## src/hw/pop_pkg.sv

```systemverilog
// Constants, register map and trigger encodings of the pattern output port registers.
// Functional notes
// - Sixteen pattern outputs form four groups of four: 0-3, 4-7, 8-11 and 12-15.
// - Register addresses are decoded from a 20-bit register index in the advanced address map.
// - The output mode register resets to f0 and the trigger control register to ff.
// - Both enable, both next-data, both direction and both port data registers reset to 00.
// - Low next data sits whole at fffa5 with one trigger, else group 1 at fffa5 and group 0 at fffa7.
// - High next data sits whole at fffa4 with one trigger, else group 3 at fffa4 and group 2 at fffa6.
// - Each port direction register is 8-bit write-only, one bit per pin selecting input or output.
// - Low port pins 7-0 carry pattern outputs 7-0 and high port pins 7-0 carry outputs 15-8.
// - Low port data holds groups 0 and 1; bits enabled for pattern output ignore writes.
// - High port data holds groups 2 and 3; bits enabled for pattern output ignore writes.
// - A selected compare-match event copies next data into the enabled port data bits.
// - Unused halves and addresses of the next-data registers ignore writes and read as ones.
package pop_pkg;

	// Register indices; the APB byte address is four times the index.
	localparam logic [19:0] POP_IDX_LO_DIR   = 20'hee009;
	localparam logic [19:0] POP_IDX_HI_DIR   = 20'hee00a;
	localparam logic [19:0] POP_IDX_MODE     = 20'hfffa0;
	localparam logic [19:0] POP_IDX_CTRL     = 20'hfffa1;
	localparam logic [19:0] POP_IDX_HI_NDE   = 20'hfffa2;
	localparam logic [19:0] POP_IDX_LO_NDE   = 20'hfffa3;
	localparam logic [19:0] POP_IDX_HI_ND    = 20'hfffa4;
	localparam logic [19:0] POP_IDX_LO_ND    = 20'hfffa5;
	localparam logic [19:0] POP_IDX_HI_ND_G2 = 20'hfffa6;
	localparam logic [19:0] POP_IDX_LO_ND_G0 = 20'hfffa7;
	localparam logic [19:0] POP_IDX_LO_DATA  = 20'hfffd9;
	localparam logic [19:0] POP_IDX_HI_DATA  = 20'hfffda;

	// Index field position inside the APB byte address.
	localparam int POP_IDX_LSB = 2;
	localparam int POP_IDX_W   = 20;
	localparam int POP_ADDR_W  = POP_IDX_LSB + POP_IDX_W;

	// Reset values, and the read value of unused next-data bits.
	localparam logic [7:0] POP_RST_MODE  = 8'hf0;
	localparam logic [7:0] POP_RST_CTRL  = 8'hff;
	localparam logic [7:0] POP_RST_ZERO  = 8'h00;
	localparam logic [7:0] POP_RESERVED  = 8'hff;

	// Trigger select field: two bits per group in the trigger control register.
	localparam int POP_SEL_W    = 2;
	localparam int POP_GROUPS   = 4;
	localparam int POP_GROUP_W  = 4;
	localparam int POP_TIMERS   = 3;
	localparam logic [1:0] POP_SEL_NONE = 2'h3;

	// Next-data byte placement as seen by software.
	typedef enum logic [1:0] {
		POP_ND_WHOLE,
		POP_ND_UPPER,
		POP_ND_LOWER,
		POP_ND_NONE
	} pop_nd_view_t;

endpackage : pop_pkg

```

## src/hw/pop_port.sv

```systemverilog
// One 8-bit port: direction register, port data register and pin drive.
`timescale 1ns/1ps
module pop_port
	import pop_pkg::*;
#(
	parameter int W = 8
)
(
	input  wire logic         clk,
	input  wire logic         rst,
	input  wire logic         dir_wr,
	input  wire logic         data_wr,
	input  wire logic [W-1:0] wdata,
	input  wire logic [W-1:0] pattern_en,
	input  wire logic [W-1:0] load_mask,
	input  wire logic [W-1:0] next_data,
	output logic      [W-1:0] dir_r,
	output logic      [W-1:0] data_r,
	output logic      [W-1:0] pin_out,
	output logic      [W-1:0] pin_oe
);

	logic [W-1:0] data_nxt;

	always_ff @(posedge clk or posedge rst)
	begin
		if (rst)
			dir_r <= W'(POP_RST_ZERO);
		else if (dir_wr)
			dir_r <= wdata;
	end

	// Software reaches only bits not owned by the pattern unit; the trigger loads the rest.
	// Both masks are disjoint, so a write and a load in one cycle never collide.
	always_comb
	begin
		data_nxt = data_r;
		if (data_wr)
			data_nxt = (data_r & pattern_en) | (wdata & ~pattern_en);
		data_nxt = (data_nxt & ~load_mask) | (next_data & load_mask);
	end

	always_ff @(posedge clk or posedge rst)
	begin
		if (rst)
			data_r <= W'(POP_RST_ZERO);
		else
			data_r <= data_nxt;
	end

	always_ff @(posedge clk or posedge rst)
	begin
		if (rst)
		begin
			pin_out <= '0;
			pin_oe  <= '0;
		end
		else
		begin
			pin_out <= data_nxt;
			pin_oe  <= (dir_wr) ? wdata : dir_r;
		end
	end

endmodule : pop_port

```

## src/hw/pop_regs.sv

```systemverilog
// APB register front end of the pattern output unit with its two shared ports.
`timescale 1ns/1ps
module pop_regs
	import pop_pkg::*;
#(
	parameter int PORT_W = 8
)
(
	input  wire logic                  CLK_SYS,
	input  wire logic                  SYS_RST,
	input  wire logic                  PSEL,
	input  wire logic                  PENABLE,
	input  wire logic                  PWRITE,
	input  wire logic [POP_ADDR_W-1:0] PADDR,
	input  wire logic [31:0]           PWDATA,
	output logic      [31:0]           PRDATA,
	output logic                       PREADY,
	output logic                       PSLVERR,
	input  wire logic [POP_TIMERS-1:0] TIMER_MATCH,
	input  wire logic [PORT_W-1:0]     PORT_LO_IN,
	output logic      [PORT_W-1:0]     PORT_LO_OUT,
	output logic      [PORT_W-1:0]     PORT_LO_OE,
	input  wire logic [PORT_W-1:0]     PORT_HI_IN,
	output logic      [PORT_W-1:0]     PORT_HI_OUT,
	output logic      [PORT_W-1:0]     PORT_HI_OE
);

	logic [7:0]            mode_r;
	logic [7:0]            ctrl_r;
	logic [7:0]            lo_nde_r;
	logic [7:0]            hi_nde_r;
	logic [7:0]            lo_nd_r;
	logic [7:0]            hi_nd_r;
	logic [31:0]           prdata_r;
	logic [POP_IDX_W-1:0]  idx;
	logic                  wr_acc;
	logic                  rd_setup;
	logic                  mapped;
	logic                  lo_same;
	logic                  hi_same;
	pop_nd_view_t          lo_view_a5;
	pop_nd_view_t          lo_view_a7;
	pop_nd_view_t          hi_view_a4;
	pop_nd_view_t          hi_view_a6;
	logic [POP_GROUPS-1:0] fire;
	logic [15:0]           load_mask;
	logic [15:0]           nde_all;
	logic [7:0]            lo_dir;
	logic [7:0]            hi_dir;
	logic [7:0]            lo_data;
	logic [7:0]            hi_data;
	logic [7:0]            lo_pin_s;
	logic [7:0]            hi_pin_s;
	logic [7:0]            rd_byte;

	// Pick the compare-match source of one group; the spare code selects none.
	function automatic logic sel_match(input logic [1:0] sel, input logic [POP_TIMERS-1:0] m);
		logic hit;
		hit = 1'b0;
		if (sel != POP_SEL_NONE)
			hit = m[sel];
		return hit;
	endfunction : sel_match

	// Which part of a next-data byte an address shows, given the trigger sharing.
	function automatic pop_nd_view_t nd_view(input logic primary, input logic same);
		pop_nd_view_t v;
		v = POP_ND_NONE;
		if (primary && same)
			v = POP_ND_WHOLE;
		else if (primary)
			v = POP_ND_UPPER;
		else if (!same)
			v = POP_ND_LOWER;
		return v;
	endfunction : nd_view

	// Bits of the next-data byte that an address with a given view may touch.
	function automatic logic [7:0] nd_mask(input pop_nd_view_t v);
		logic [7:0] m;
		m = 8'h00;
		case (v)
			POP_ND_WHOLE: m = 8'hff;
			POP_ND_UPPER: m = 8'hf0;
			POP_ND_LOWER: m = 8'h0f;
			default:      m = 8'h00;
		endcase
		return m;
	endfunction : nd_mask

	assign idx      = PADDR[POP_ADDR_W-1:POP_IDX_LSB];
	assign wr_acc   = PSEL & PENABLE & PWRITE;
	assign rd_setup = PSEL & ~PENABLE & ~PWRITE;

	// Groups that pick the same select code share one trigger.
	assign lo_same = (ctrl_r[1:0] == ctrl_r[3:2]);
	assign hi_same = (ctrl_r[5:4] == ctrl_r[7:6]);

	assign lo_view_a5 = nd_view(1'b1, lo_same);
	assign lo_view_a7 = nd_view(1'b0, lo_same);
	assign hi_view_a4 = nd_view(1'b1, hi_same);
	assign hi_view_a6 = nd_view(1'b0, hi_same);

	// Every listed index answers; anything else reports a slave error.
	always_comb
	begin
		mapped = 1'b0;
		if (idx == POP_IDX_LO_DIR)
			mapped = 1'b1;
		else if (idx == POP_IDX_HI_DIR)
			mapped = 1'b1;
		else if (idx == POP_IDX_MODE)
			mapped = 1'b1;
		else if (idx == POP_IDX_CTRL)
			mapped = 1'b1;
		else if (idx == POP_IDX_HI_NDE)
			mapped = 1'b1;
		else if (idx == POP_IDX_LO_NDE)
			mapped = 1'b1;
		else if (idx == POP_IDX_HI_ND)
			mapped = 1'b1;
		else if (idx == POP_IDX_LO_ND)
			mapped = 1'b1;
		else if (idx == POP_IDX_HI_ND_G2)
			mapped = 1'b1;
		else if (idx == POP_IDX_LO_ND_G0)
			mapped = 1'b1;
		else if (idx == POP_IDX_LO_DATA)
			mapped = 1'b1;
		else if (idx == POP_IDX_HI_DATA)
			mapped = 1'b1;
	end

	// Zero wait states: data is prepared in the setup cycle, so ready can stay high.
	assign PREADY  = 1'b1;
	assign PSLVERR = PSEL & PENABLE & ~mapped;
	assign PRDATA  = prdata_r;

	always_ff @(posedge CLK_SYS or posedge SYS_RST)
	begin
		if (SYS_RST)
			mode_r <= POP_RST_MODE;
		else if (wr_acc && idx == POP_IDX_MODE)
			mode_r <= PWDATA[7:0];
	end

	always_ff @(posedge CLK_SYS or posedge SYS_RST)
	begin
		if (SYS_RST)
			ctrl_r <= POP_RST_CTRL;
		else if (wr_acc && idx == POP_IDX_CTRL)
			ctrl_r <= PWDATA[7:0];
	end

	always_ff @(posedge CLK_SYS or posedge SYS_RST)
	begin
		if (SYS_RST)
		begin
			lo_nde_r <= POP_RST_ZERO;
			hi_nde_r <= POP_RST_ZERO;
		end
		else if (wr_acc && idx == POP_IDX_LO_NDE)
			lo_nde_r <= PWDATA[7:0];
		else if (wr_acc && idx == POP_IDX_HI_NDE)
			hi_nde_r <= PWDATA[7:0];
	end

	always_ff @(posedge CLK_SYS or posedge SYS_RST)
	begin
		if (SYS_RST)
			lo_nd_r <= POP_RST_ZERO;
		else if (wr_acc && idx == POP_IDX_LO_ND)
			lo_nd_r <= (lo_nd_r & ~nd_mask(lo_view_a5)) | (PWDATA[7:0] & nd_mask(lo_view_a5));
		else if (wr_acc && idx == POP_IDX_LO_ND_G0)
			lo_nd_r <= (lo_nd_r & ~nd_mask(lo_view_a7)) | (PWDATA[7:0] & nd_mask(lo_view_a7));
	end

	// Same masking for the high byte; a switch of sharing keeps the stored bits.
	always_ff @(posedge CLK_SYS or posedge SYS_RST)
	begin
		if (SYS_RST)
			hi_nd_r <= POP_RST_ZERO;
		else if (wr_acc && idx == POP_IDX_HI_ND)
			hi_nd_r <= (hi_nd_r & ~nd_mask(hi_view_a4)) | (PWDATA[7:0] & nd_mask(hi_view_a4));
		else if (wr_acc && idx == POP_IDX_HI_ND_G2)
			hi_nd_r <= (hi_nd_r & ~nd_mask(hi_view_a6)) | (PWDATA[7:0] & nd_mask(hi_view_a6));
	end

	assign nde_all = {hi_nde_r, lo_nde_r};

	generate
		for (genvar g = 0; g < POP_GROUPS; g++)
		begin : g_group
			assign fire[g] = sel_match(ctrl_r[g*POP_SEL_W +: POP_SEL_W], TIMER_MATCH);
			assign load_mask[g*POP_GROUP_W +: POP_GROUP_W] =
				nde_all[g*POP_GROUP_W +: POP_GROUP_W] & {POP_GROUP_W{fire[g]}};
		end
	endgenerate

	// Pin levels pass two flops before any read path sees them.
	pop_sync #(.W(PORT_W)) u_lo_sync
	(
		.clk      (CLK_SYS),
		.rst      (SYS_RST),
		.async_in (PORT_LO_IN),
		.sync_out (lo_pin_s)
	);

	pop_sync #(.W(PORT_W)) u_hi_sync
	(
		.clk      (CLK_SYS),
		.rst      (SYS_RST),
		.async_in (PORT_HI_IN),
		.sync_out (hi_pin_s)
	);

	pop_port #(.W(PORT_W)) u_lo_port
	(
		.clk        (CLK_SYS),
		.rst        (SYS_RST),
		.dir_wr     (wr_acc && idx == POP_IDX_LO_DIR),
		.data_wr    (wr_acc && idx == POP_IDX_LO_DATA),
		.wdata      (PWDATA[7:0]),
		.pattern_en (lo_nde_r),
		.load_mask  (load_mask[7:0]),
		.next_data  (lo_nd_r),
		.dir_r      (lo_dir),
		.data_r     (lo_data),
		.pin_out    (PORT_LO_OUT),
		.pin_oe     (PORT_LO_OE)
	);

	pop_port #(.W(PORT_W)) u_hi_port
	(
		.clk        (CLK_SYS),
		.rst        (SYS_RST),
		.dir_wr     (wr_acc && idx == POP_IDX_HI_DIR),
		.data_wr    (wr_acc && idx == POP_IDX_HI_DATA),
		.wdata      (PWDATA[7:0]),
		.pattern_en (hi_nde_r),
		.load_mask  (load_mask[15:8]),
		.next_data  (hi_nd_r),
		.dir_r      (hi_dir),
		.data_r     (hi_data),
		.pin_out    (PORT_HI_OUT),
		.pin_oe     (PORT_HI_OE)
	);

	// Read mux; output pins read the register, input pins read the synchronised level.
	always_comb
	begin
		rd_byte = POP_RST_ZERO;
		if (idx == POP_IDX_LO_DIR || idx == POP_IDX_HI_DIR)
			rd_byte = POP_RST_ZERO;
		else if (idx == POP_IDX_MODE)
			rd_byte = mode_r;
		else if (idx == POP_IDX_CTRL)
			rd_byte = ctrl_r;
		else if (idx == POP_IDX_HI_NDE)
			rd_byte = hi_nde_r;
		else if (idx == POP_IDX_LO_NDE)
			rd_byte = lo_nde_r;
		else if (idx == POP_IDX_LO_ND)
			rd_byte = (lo_nd_r & nd_mask(lo_view_a5)) | (POP_RESERVED & ~nd_mask(lo_view_a5));
		else if (idx == POP_IDX_LO_ND_G0)
			rd_byte = (lo_nd_r & nd_mask(lo_view_a7)) | (POP_RESERVED & ~nd_mask(lo_view_a7));
		else if (idx == POP_IDX_HI_ND)
			rd_byte = (hi_nd_r & nd_mask(hi_view_a4)) | (POP_RESERVED & ~nd_mask(hi_view_a4));
		else if (idx == POP_IDX_HI_ND_G2)
			rd_byte = (hi_nd_r & nd_mask(hi_view_a6)) | (POP_RESERVED & ~nd_mask(hi_view_a6));
		else if (idx == POP_IDX_LO_DATA)
			rd_byte = (lo_data & lo_dir) | (lo_pin_s & ~lo_dir);
		else if (idx == POP_IDX_HI_DATA)
			rd_byte = (hi_data & hi_dir) | (hi_pin_s & ~hi_dir);
	end

	// Read data is captured in the setup cycle and held through the access phase.
	always_ff @(posedge CLK_SYS or posedge SYS_RST)
	begin
		if (SYS_RST)
			prdata_r <= 32'h0000_0000;
		else if (rd_setup)
			prdata_r <= {24'h00_0000, rd_byte};
	end

endmodule : pop_regs

```

## src/hw/pop_sync.sv

```systemverilog
// Two-flop synchroniser for the port pin inputs.
`timescale 1ns/1ps
module pop_sync
	import pop_pkg::*;
#(
	parameter int W = 8
)
(
	input  wire logic         clk,
	input  wire logic         rst,
	input  wire logic [W-1:0] async_in,
	output logic      [W-1:0] sync_out
);

	logic [W-1:0] meta_r;

	// The first stage feeds only the second stage, to keep metastability contained.
	always_ff @(posedge clk or posedge rst)
	begin
		if (rst)
		begin
			meta_r   <= '0;
			sync_out <= '0;
		end
		else
		begin
			meta_r   <= async_in;
			sync_out <= meta_r;
		end
	end

endmodule : pop_sync
```

## config.mk

```make
export PLATFORM = sky130hd
export DESIGN_NAME = pop_regs
export DESIGN_NICKNAME = d
export VERILOG_FILES = /design/src/hw/pop_pkg.sv /design/src/hw/pop_port.sv /design/src/hw/pop_regs.sv /design/src/hw/pop_sync.sv
export SDC_FILE = /design/constraint.sdc
export NUM_CORES = 1
export LEC_CHECK = 0
export ABC_AREA = 1
export BUFFER_PORTS_ARGS = -buffer_cell sky130_fd_sc_hd__buf_2
export CAP_MARGIN = 20
export CORE_MARGIN = 3
export CORE_UTILIZATION = 59
export CTS_BUF_LIST = sky130_fd_sc_hd__clkbuf_16
export CTS_CLUSTER_DIAMETER = 30
export DETAILED_ROUTE_END_ITERATION = 7
export PLACE_DENSITY_LB_ADDON = 0.3
export SYNTH_ARGS = -nofsm -noshare
export SYNTH_HDL_FRONTEND = slang
export SYNTH_SLANG_ARGS = --single-unit
```

## constraint.sdc

```tcl
create_clock -name CLK_SYS -period 13.7 [get_ports CLK_SYS]
set_input_delay 4.11 -clock CLK_SYS [delete_from_list [all_inputs] [get_ports CLK_SYS]]
set_output_delay 4.11 -clock CLK_SYS [all_outputs]
set_load 0.01 [all_outputs]
```

Word-level counts from Yosys, hierarchy flattened

Cells that the tools add are included.

Magnitude comparators: 4
Equal/unequal tests: 26
Mux-type cells: 86
Bitwise gates (word level): 65
Reductions and logical operators: 20

Operator list:

| kind                                                                  | count |
|---|---|
| 8-bit 2-to-1 mux                                                      | 54 |
| 20-bit == test (second input constant)                                | 12 |
| 8-bit AND                                                             | 24 |
| 8-bit NOT                                                             | 14 |
| 8-bit OR                                                              | 14 |
| 8-bit case mux with 3 select lines                                    | 4 |
| 1-bit 2-to-1 mux                                                      | 24 |
| 4-bit AND                                                             | 4 |
| 1-bit logical AND                                                     | 12 |
| 2-bit by 3-bit < comparator with 1-bit output (second input constant) | 4 |
| 1-bit binary-select mux with 2-bit select                             | 4 |
| 2-bit logical NOT                                                     | 4 |
| 2-bit inequality test (second input constant)                         | 4 |
| 1-bit AND                                                             | 5 |
| 1-bit by 2-bit == test with 1-bit output (second input constant)      | 2 |
| 2-bit by 1-bit == test with 1-bit output (second input constant)      | 2 |
| 2-bit == test                                                         | 2 |
| 2-bit == test (second input constant)                                 | 2 |
| 1-bit NOT                                                             | 4 |
| 2-bit nonzero test                                                    | 2 |
| 1-bit == test (second input constant)                                 | 2 |
| 2-bit AND reduction                                                   | 1 |
| 1-bit logical OR                                                      | 1 |

Bits in registers: 120
Output and inout port bits: 66

Logic depth before layout (Yosys ltp)

Depth in word-level cells: 24
Depth in mapped cells: 16
Mapped depth without buffers: 15

Hierarchy

Synthesis repeated with hierarchy kept, for this count alone.

Cell total of the unflattened synthesis: 933
Area, all modules: 7061.8 µm²

Modules (own cells, without submodules):

| module   | instances | cells each | area each (µm²) |
|---|---|---|---|
| pop_regs | 1         | 615        | 4264.1 |
| pop_port | 2         | 142        | 994.7 |
| pop_sync | 2         | 17         | 404.1 |

Worst setup path after synthesis

No wires, ideal clock.

Kind: input to output
From: in PADDR[17]
To: out PSLVERR
Data arrival time: 5.202 ns
Required time: 9.590 ns
Setup slack: 4.388 ns
Stages: 10
Path through: nand2_1 nor2_2 nand2_4 nor2_8 nand2_4 nor3_1 inv_1 buf_2 nand3_1 nor3_1

Longest elaborated chain between the ends: 15
Elaborated cells between the ends (all ways): 26
Those cells by class: 12 x eq/ne; 12 x mux; 2 x bitwise

RTL lines:

| item               | line            | text |
|---|---|---|
| start, declared    | pop_regs.sv:14  | `input wire logic [POP_ADDR_W-1:0] PADDR,` |
| 20-bit == test     | pop_regs.sv:130 | `else if (idx == POP_IDX_HI_DATA)` |
| 1-bit 2-to-1 mux   | pop_regs.sv:130 |  |
| 1-bit 2-to-1 mux   | pop_regs.sv:128 | `else if (idx == POP_IDX_LO_DATA)` |
| 1-bit 2-to-1 mux   | pop_regs.sv:126 | `else if (idx == POP_IDX_LO_ND_G0)` |
| 1-bit 2-to-1 mux   | pop_regs.sv:124 | `else if (idx == POP_IDX_HI_ND_G2)` |
| 1-bit 2-to-1 mux   | pop_regs.sv:122 | `else if (idx == POP_IDX_LO_ND)` |
| 1-bit 2-to-1 mux   | pop_regs.sv:120 | `else if (idx == POP_IDX_HI_ND)` |
| 1-bit 2-to-1 mux   | pop_regs.sv:118 | `else if (idx == POP_IDX_LO_NDE)` |
| 1-bit 2-to-1 mux   | pop_regs.sv:116 | `else if (idx == POP_IDX_HI_NDE)` |
| 1-bit 2-to-1 mux   | pop_regs.sv:114 | `else if (idx == POP_IDX_CTRL)` |
| 1-bit 2-to-1 mux   | pop_regs.sv:112 | `else if (idx == POP_IDX_MODE)` |
| 1-bit 2-to-1 mux   | pop_regs.sv:110 | `else if (idx == POP_IDX_HI_DIR)` |
| 1-bit 2-to-1 mux * | pop_regs.sv:108 | `if (idx == POP_IDX_LO_DIR)` |
| 1-bit NOT *        | pop_regs.sv:136 | `assign PSLVERR = PSEL & PENABLE & ~mapped;` |
| 1-bit AND *        | pop_regs.sv:136 |  |
| end, declared      | pop_regs.sv:18  | `output logic PSLVERR,` |

Mark *: on every way between the ends. The rest lies on a longest branch, timed or not.

Worst setup path after layout

From: in PADDR[21]
To: out PSLVERR

The elaborated chain is that of the path after synthesis.

==> metrics.md <==
| Metric | Value |
|---|---|
| CP max stage cell | `nor2_2` |
| Setup bufs post-CTS | `0` |
| Place WS | `3.71 ns` |
| Maximum clock path buffer count | `2` |
| Max Fclk | `99.5 MHz` |
| Worst skew pair latency | `0.42 ns` |
| Setup crit end kind | `output pin` |
| Vias in the first global route | `5490` |
| CTS tree | `yes` |
| Initial antenna violation count | `0` |
| Run status | `finished, final reports clean` |
| Crit start category | `input pin` |
| Peak supply drop | `0.108 mV` |
| Placed cells | `1021` |
| Cells after Synth | `803` |
| Footprint of the multi-input gates | `0.00276 mm^2` |
| Synth cell types | `45` |
| Area after DPL | `0.00682 mm^2` |
| Seq/Total Area, Yosys | `0.477` |
| # fillers | `852` |
| Final setup violation count | `0` |
| Overall die width | `110 um` |
| Initial drt markers | `626` |
| Post-DP HPWL | `13000 um` |
| Psw | `0.184 mW` |
| CP Data Required Time | `9.59 ns` |
| Total grt overflow | `0` |
| Most frequent cells in the layout | `nand2_1 (235), dfrtp_1 (108), inv_1 (103)` |
| Die Span Y | `110 um` |
| Worst Skew | `0.00666 ns` |
| Hold Crit Class | `flip-flop to flip-flop` |
| Total Nets Final | `984` |
| Max_cap viols | `0` |
| Actual slew at the worst max-slew pin | `1.10 ns` |
| CP max FO | `11` |
| CP max stage delay | `0.48 ns` |
| Syn_area_per_cell | `7.88 um^2` |
| Num CTS Buffers | `17` |
| Share of layout cells above drive strength 1 | `0.184` |
| H-Tree Depth | `4` |
| Mapped cell area | `0.00633 mm^2` |
| Sink Count | `120` |
| Critical path cell sequence | `buf_2 -> nand2_1 -> nor2_2 -> inv_2 -> nor2_4 -> inv_2 -> nor2_2 -> a31oi_1 -> nand2_1 -> nor3_1 -> buf_2` |
| Tcrit/Tclk final | `0.733` |
| Core ar. | `0.0104 mm^2` |
| Resize count post-CTS | `0` |
| Commonest non-fill, non-tap cell in the layout | `nand2_1` |
| Sequential power share | `0.454` |
| Hold_ws | `0.342 ns` |
| Clk pwr share | `0.496` |
| Root Buffer | `clkbuf_16` |
| # DRC | `0` |
| Number of placement rows | `37` |
| Synth Register Bits | `120` |
| Post-CTS Hold Buffers | `0` |
| Endpoints failing hold | `0` |
| Number of port buffers | `92` |
| Post-Layout Inst Area | `0.00735 mm^2` |
| Largest net degree at the start of global routing | `66` |
| First-pass iteration count of the detailed router | `6` |
| Starting density of the core | `0.611` |
| Leak | `3.69 nW` |
| Post-synth EDFFs | `0` |
| Post-route ant nets | `0` |
| Clock transition at the registers of the reported paths | `0.05 ns` |
| Sw Ratio | `0.231` |
| Ys flop type | `dfrtp_1` |
| First-pass GRT wire length | `27700 um` |
| Antenna diodes | `0` |
| Internal cell power | `0.611 mW` |
| Total die area | `0.0120 mm^2` |
| Post-layout util | `0.708` |
| Setup TNS | `0 ns` |
| Power share of the combinational group | `0.050` |
| Worst Slack Setup Final | `3.65 ns` |
| GRT Total Usage | `0.308` |
| Arrival @ worst endpoint | `5.94 ns` |
| Fin crit period | `10.05 ns` |
| PwrDens | `108 mW/mm^2` |
| Syn-to-layout area delta | `16.0%` |
| IO Pins | `144` |
| Via density per instance | `5.52` |
| Slew Limit Fails | `0` |
| Slew HR | `0.262` |
| FF/Latch Area | `0.00302 mm^2` |
| Wirelength, routed | `17600 um` |
| Pwr Total | `0.795 mW` |
| RSZ-0062 raised after global routing | `false` |
| Setup CP Type | `input pin to output pin` |
| Via Count | `5809` |
| WL/cell | `16.7 um` |
| Finished Layout Cells | `1053` |
| GPL Wtd Cong | `0.938` |
| Async SR Flop Fraction | `1.00` |
| Synth warn | `0` |
worst max-delay path: cells and delay by family:
family,cells,cell delay (ns)
simple gates,6,1.20
buf+inv,4,0.53
compound gates,1,0.08
layout make-up:
type,instances,area share
timing repair buffer,94,0.0647
sequential,120,0.411
multi-input combinational,566,0.376
tap,136,0.0232
clock inverter,15,0.0133
clock buffer,17,0.0579
inverter,105,0.0540
worst paths after layout:
check                               startpoint                    end  slack [ns]  cells after the start
min reg2reg                u_lo_sync.meta_r[7]  u_lo_sync.sync_out[7]        0.34                      0
max reg2reg                          ctrl_r[0]              flip-flop       11.76                      6
min                        u_lo_sync.meta_r[7]  u_lo_sync.sync_out[7]        0.34                      0
max in group asynchronous              SYS_RST            lo_nde_r[3]        8.62                      3
max                                  PADDR[21]                PSLVERR        3.65                     11
min in group asynchronous              SYS_RST    u_hi_sync.meta_r[7]        3.79                      2
cells by family (layout without fill, tap and decap cells):
logic type / count (synthesis) / count (layout) / synth area share
DFF: 120 / 120 / 0.477
and+or+nand+nor: 403 / 403 / 0.286
xor gates and xnor gates: 4 / 4 / 0.00553
adders and majority gates: 2 / 2 / 0.00395
buffers and inverters: 140 / 231 / 0.100
AOI/OAI and AO/OA: 126 / 126 / 0.116
other: 2 / 25 / 0.00119
muxes: 6 / 6 / 0.0107
synthesized netlist by cell type (all sizes together) (4+ instances only):
cell / instances / area share
o211ai: 18 / 0.022
o21ai: 82 / 0.065
nand4: 6 / 0.0059
nand2: 238 / 0.14
nor4: 4 / 0.0049
mux2: 6 / 0.011
nand3: 60 / 0.053
nor2: 68 / 0.050
inv: 104 / 0.062
a21oi: 5 / 0.0040
buf: 33 / 0.037
nor3: 21 / 0.021
o31ai: 8 / 0.0095
dfstp: 12 / 0.050
o221ai: 5 / 0.0069
dfrtp: 108 / 0.43
power groups by stage:
| stage | Combinational (mW) | Clock [mW] | Sequential, mW |
|---|---|---|---|
| floorplan | 0.0267 | 0 | 0.367 |
| global placement | 0.0383 | 0 | 0.367 |
| detailed placement | 0.0397 | 0 | 0.367 |
| CTS | 0.0399 | 0.395 | 0.361 |
| global route | 0.0449 | 0.415 | 0.361 |
| finish | 0.0400 | 0.394 | 0.361 |
layer usage:
metal	routed length, um	global-route usage	vias to the layer above	part of all wire
li1	-	-	2759	-
met1	7830	0.443	2774	0.45
met2	8010	0.462	252	0.45
met3	1510	0.0675	24	0.086
met4	251	0.110	0	0.014
met5	0	0	-	0
Note: power is estimated with default switching activity, not from simulation.
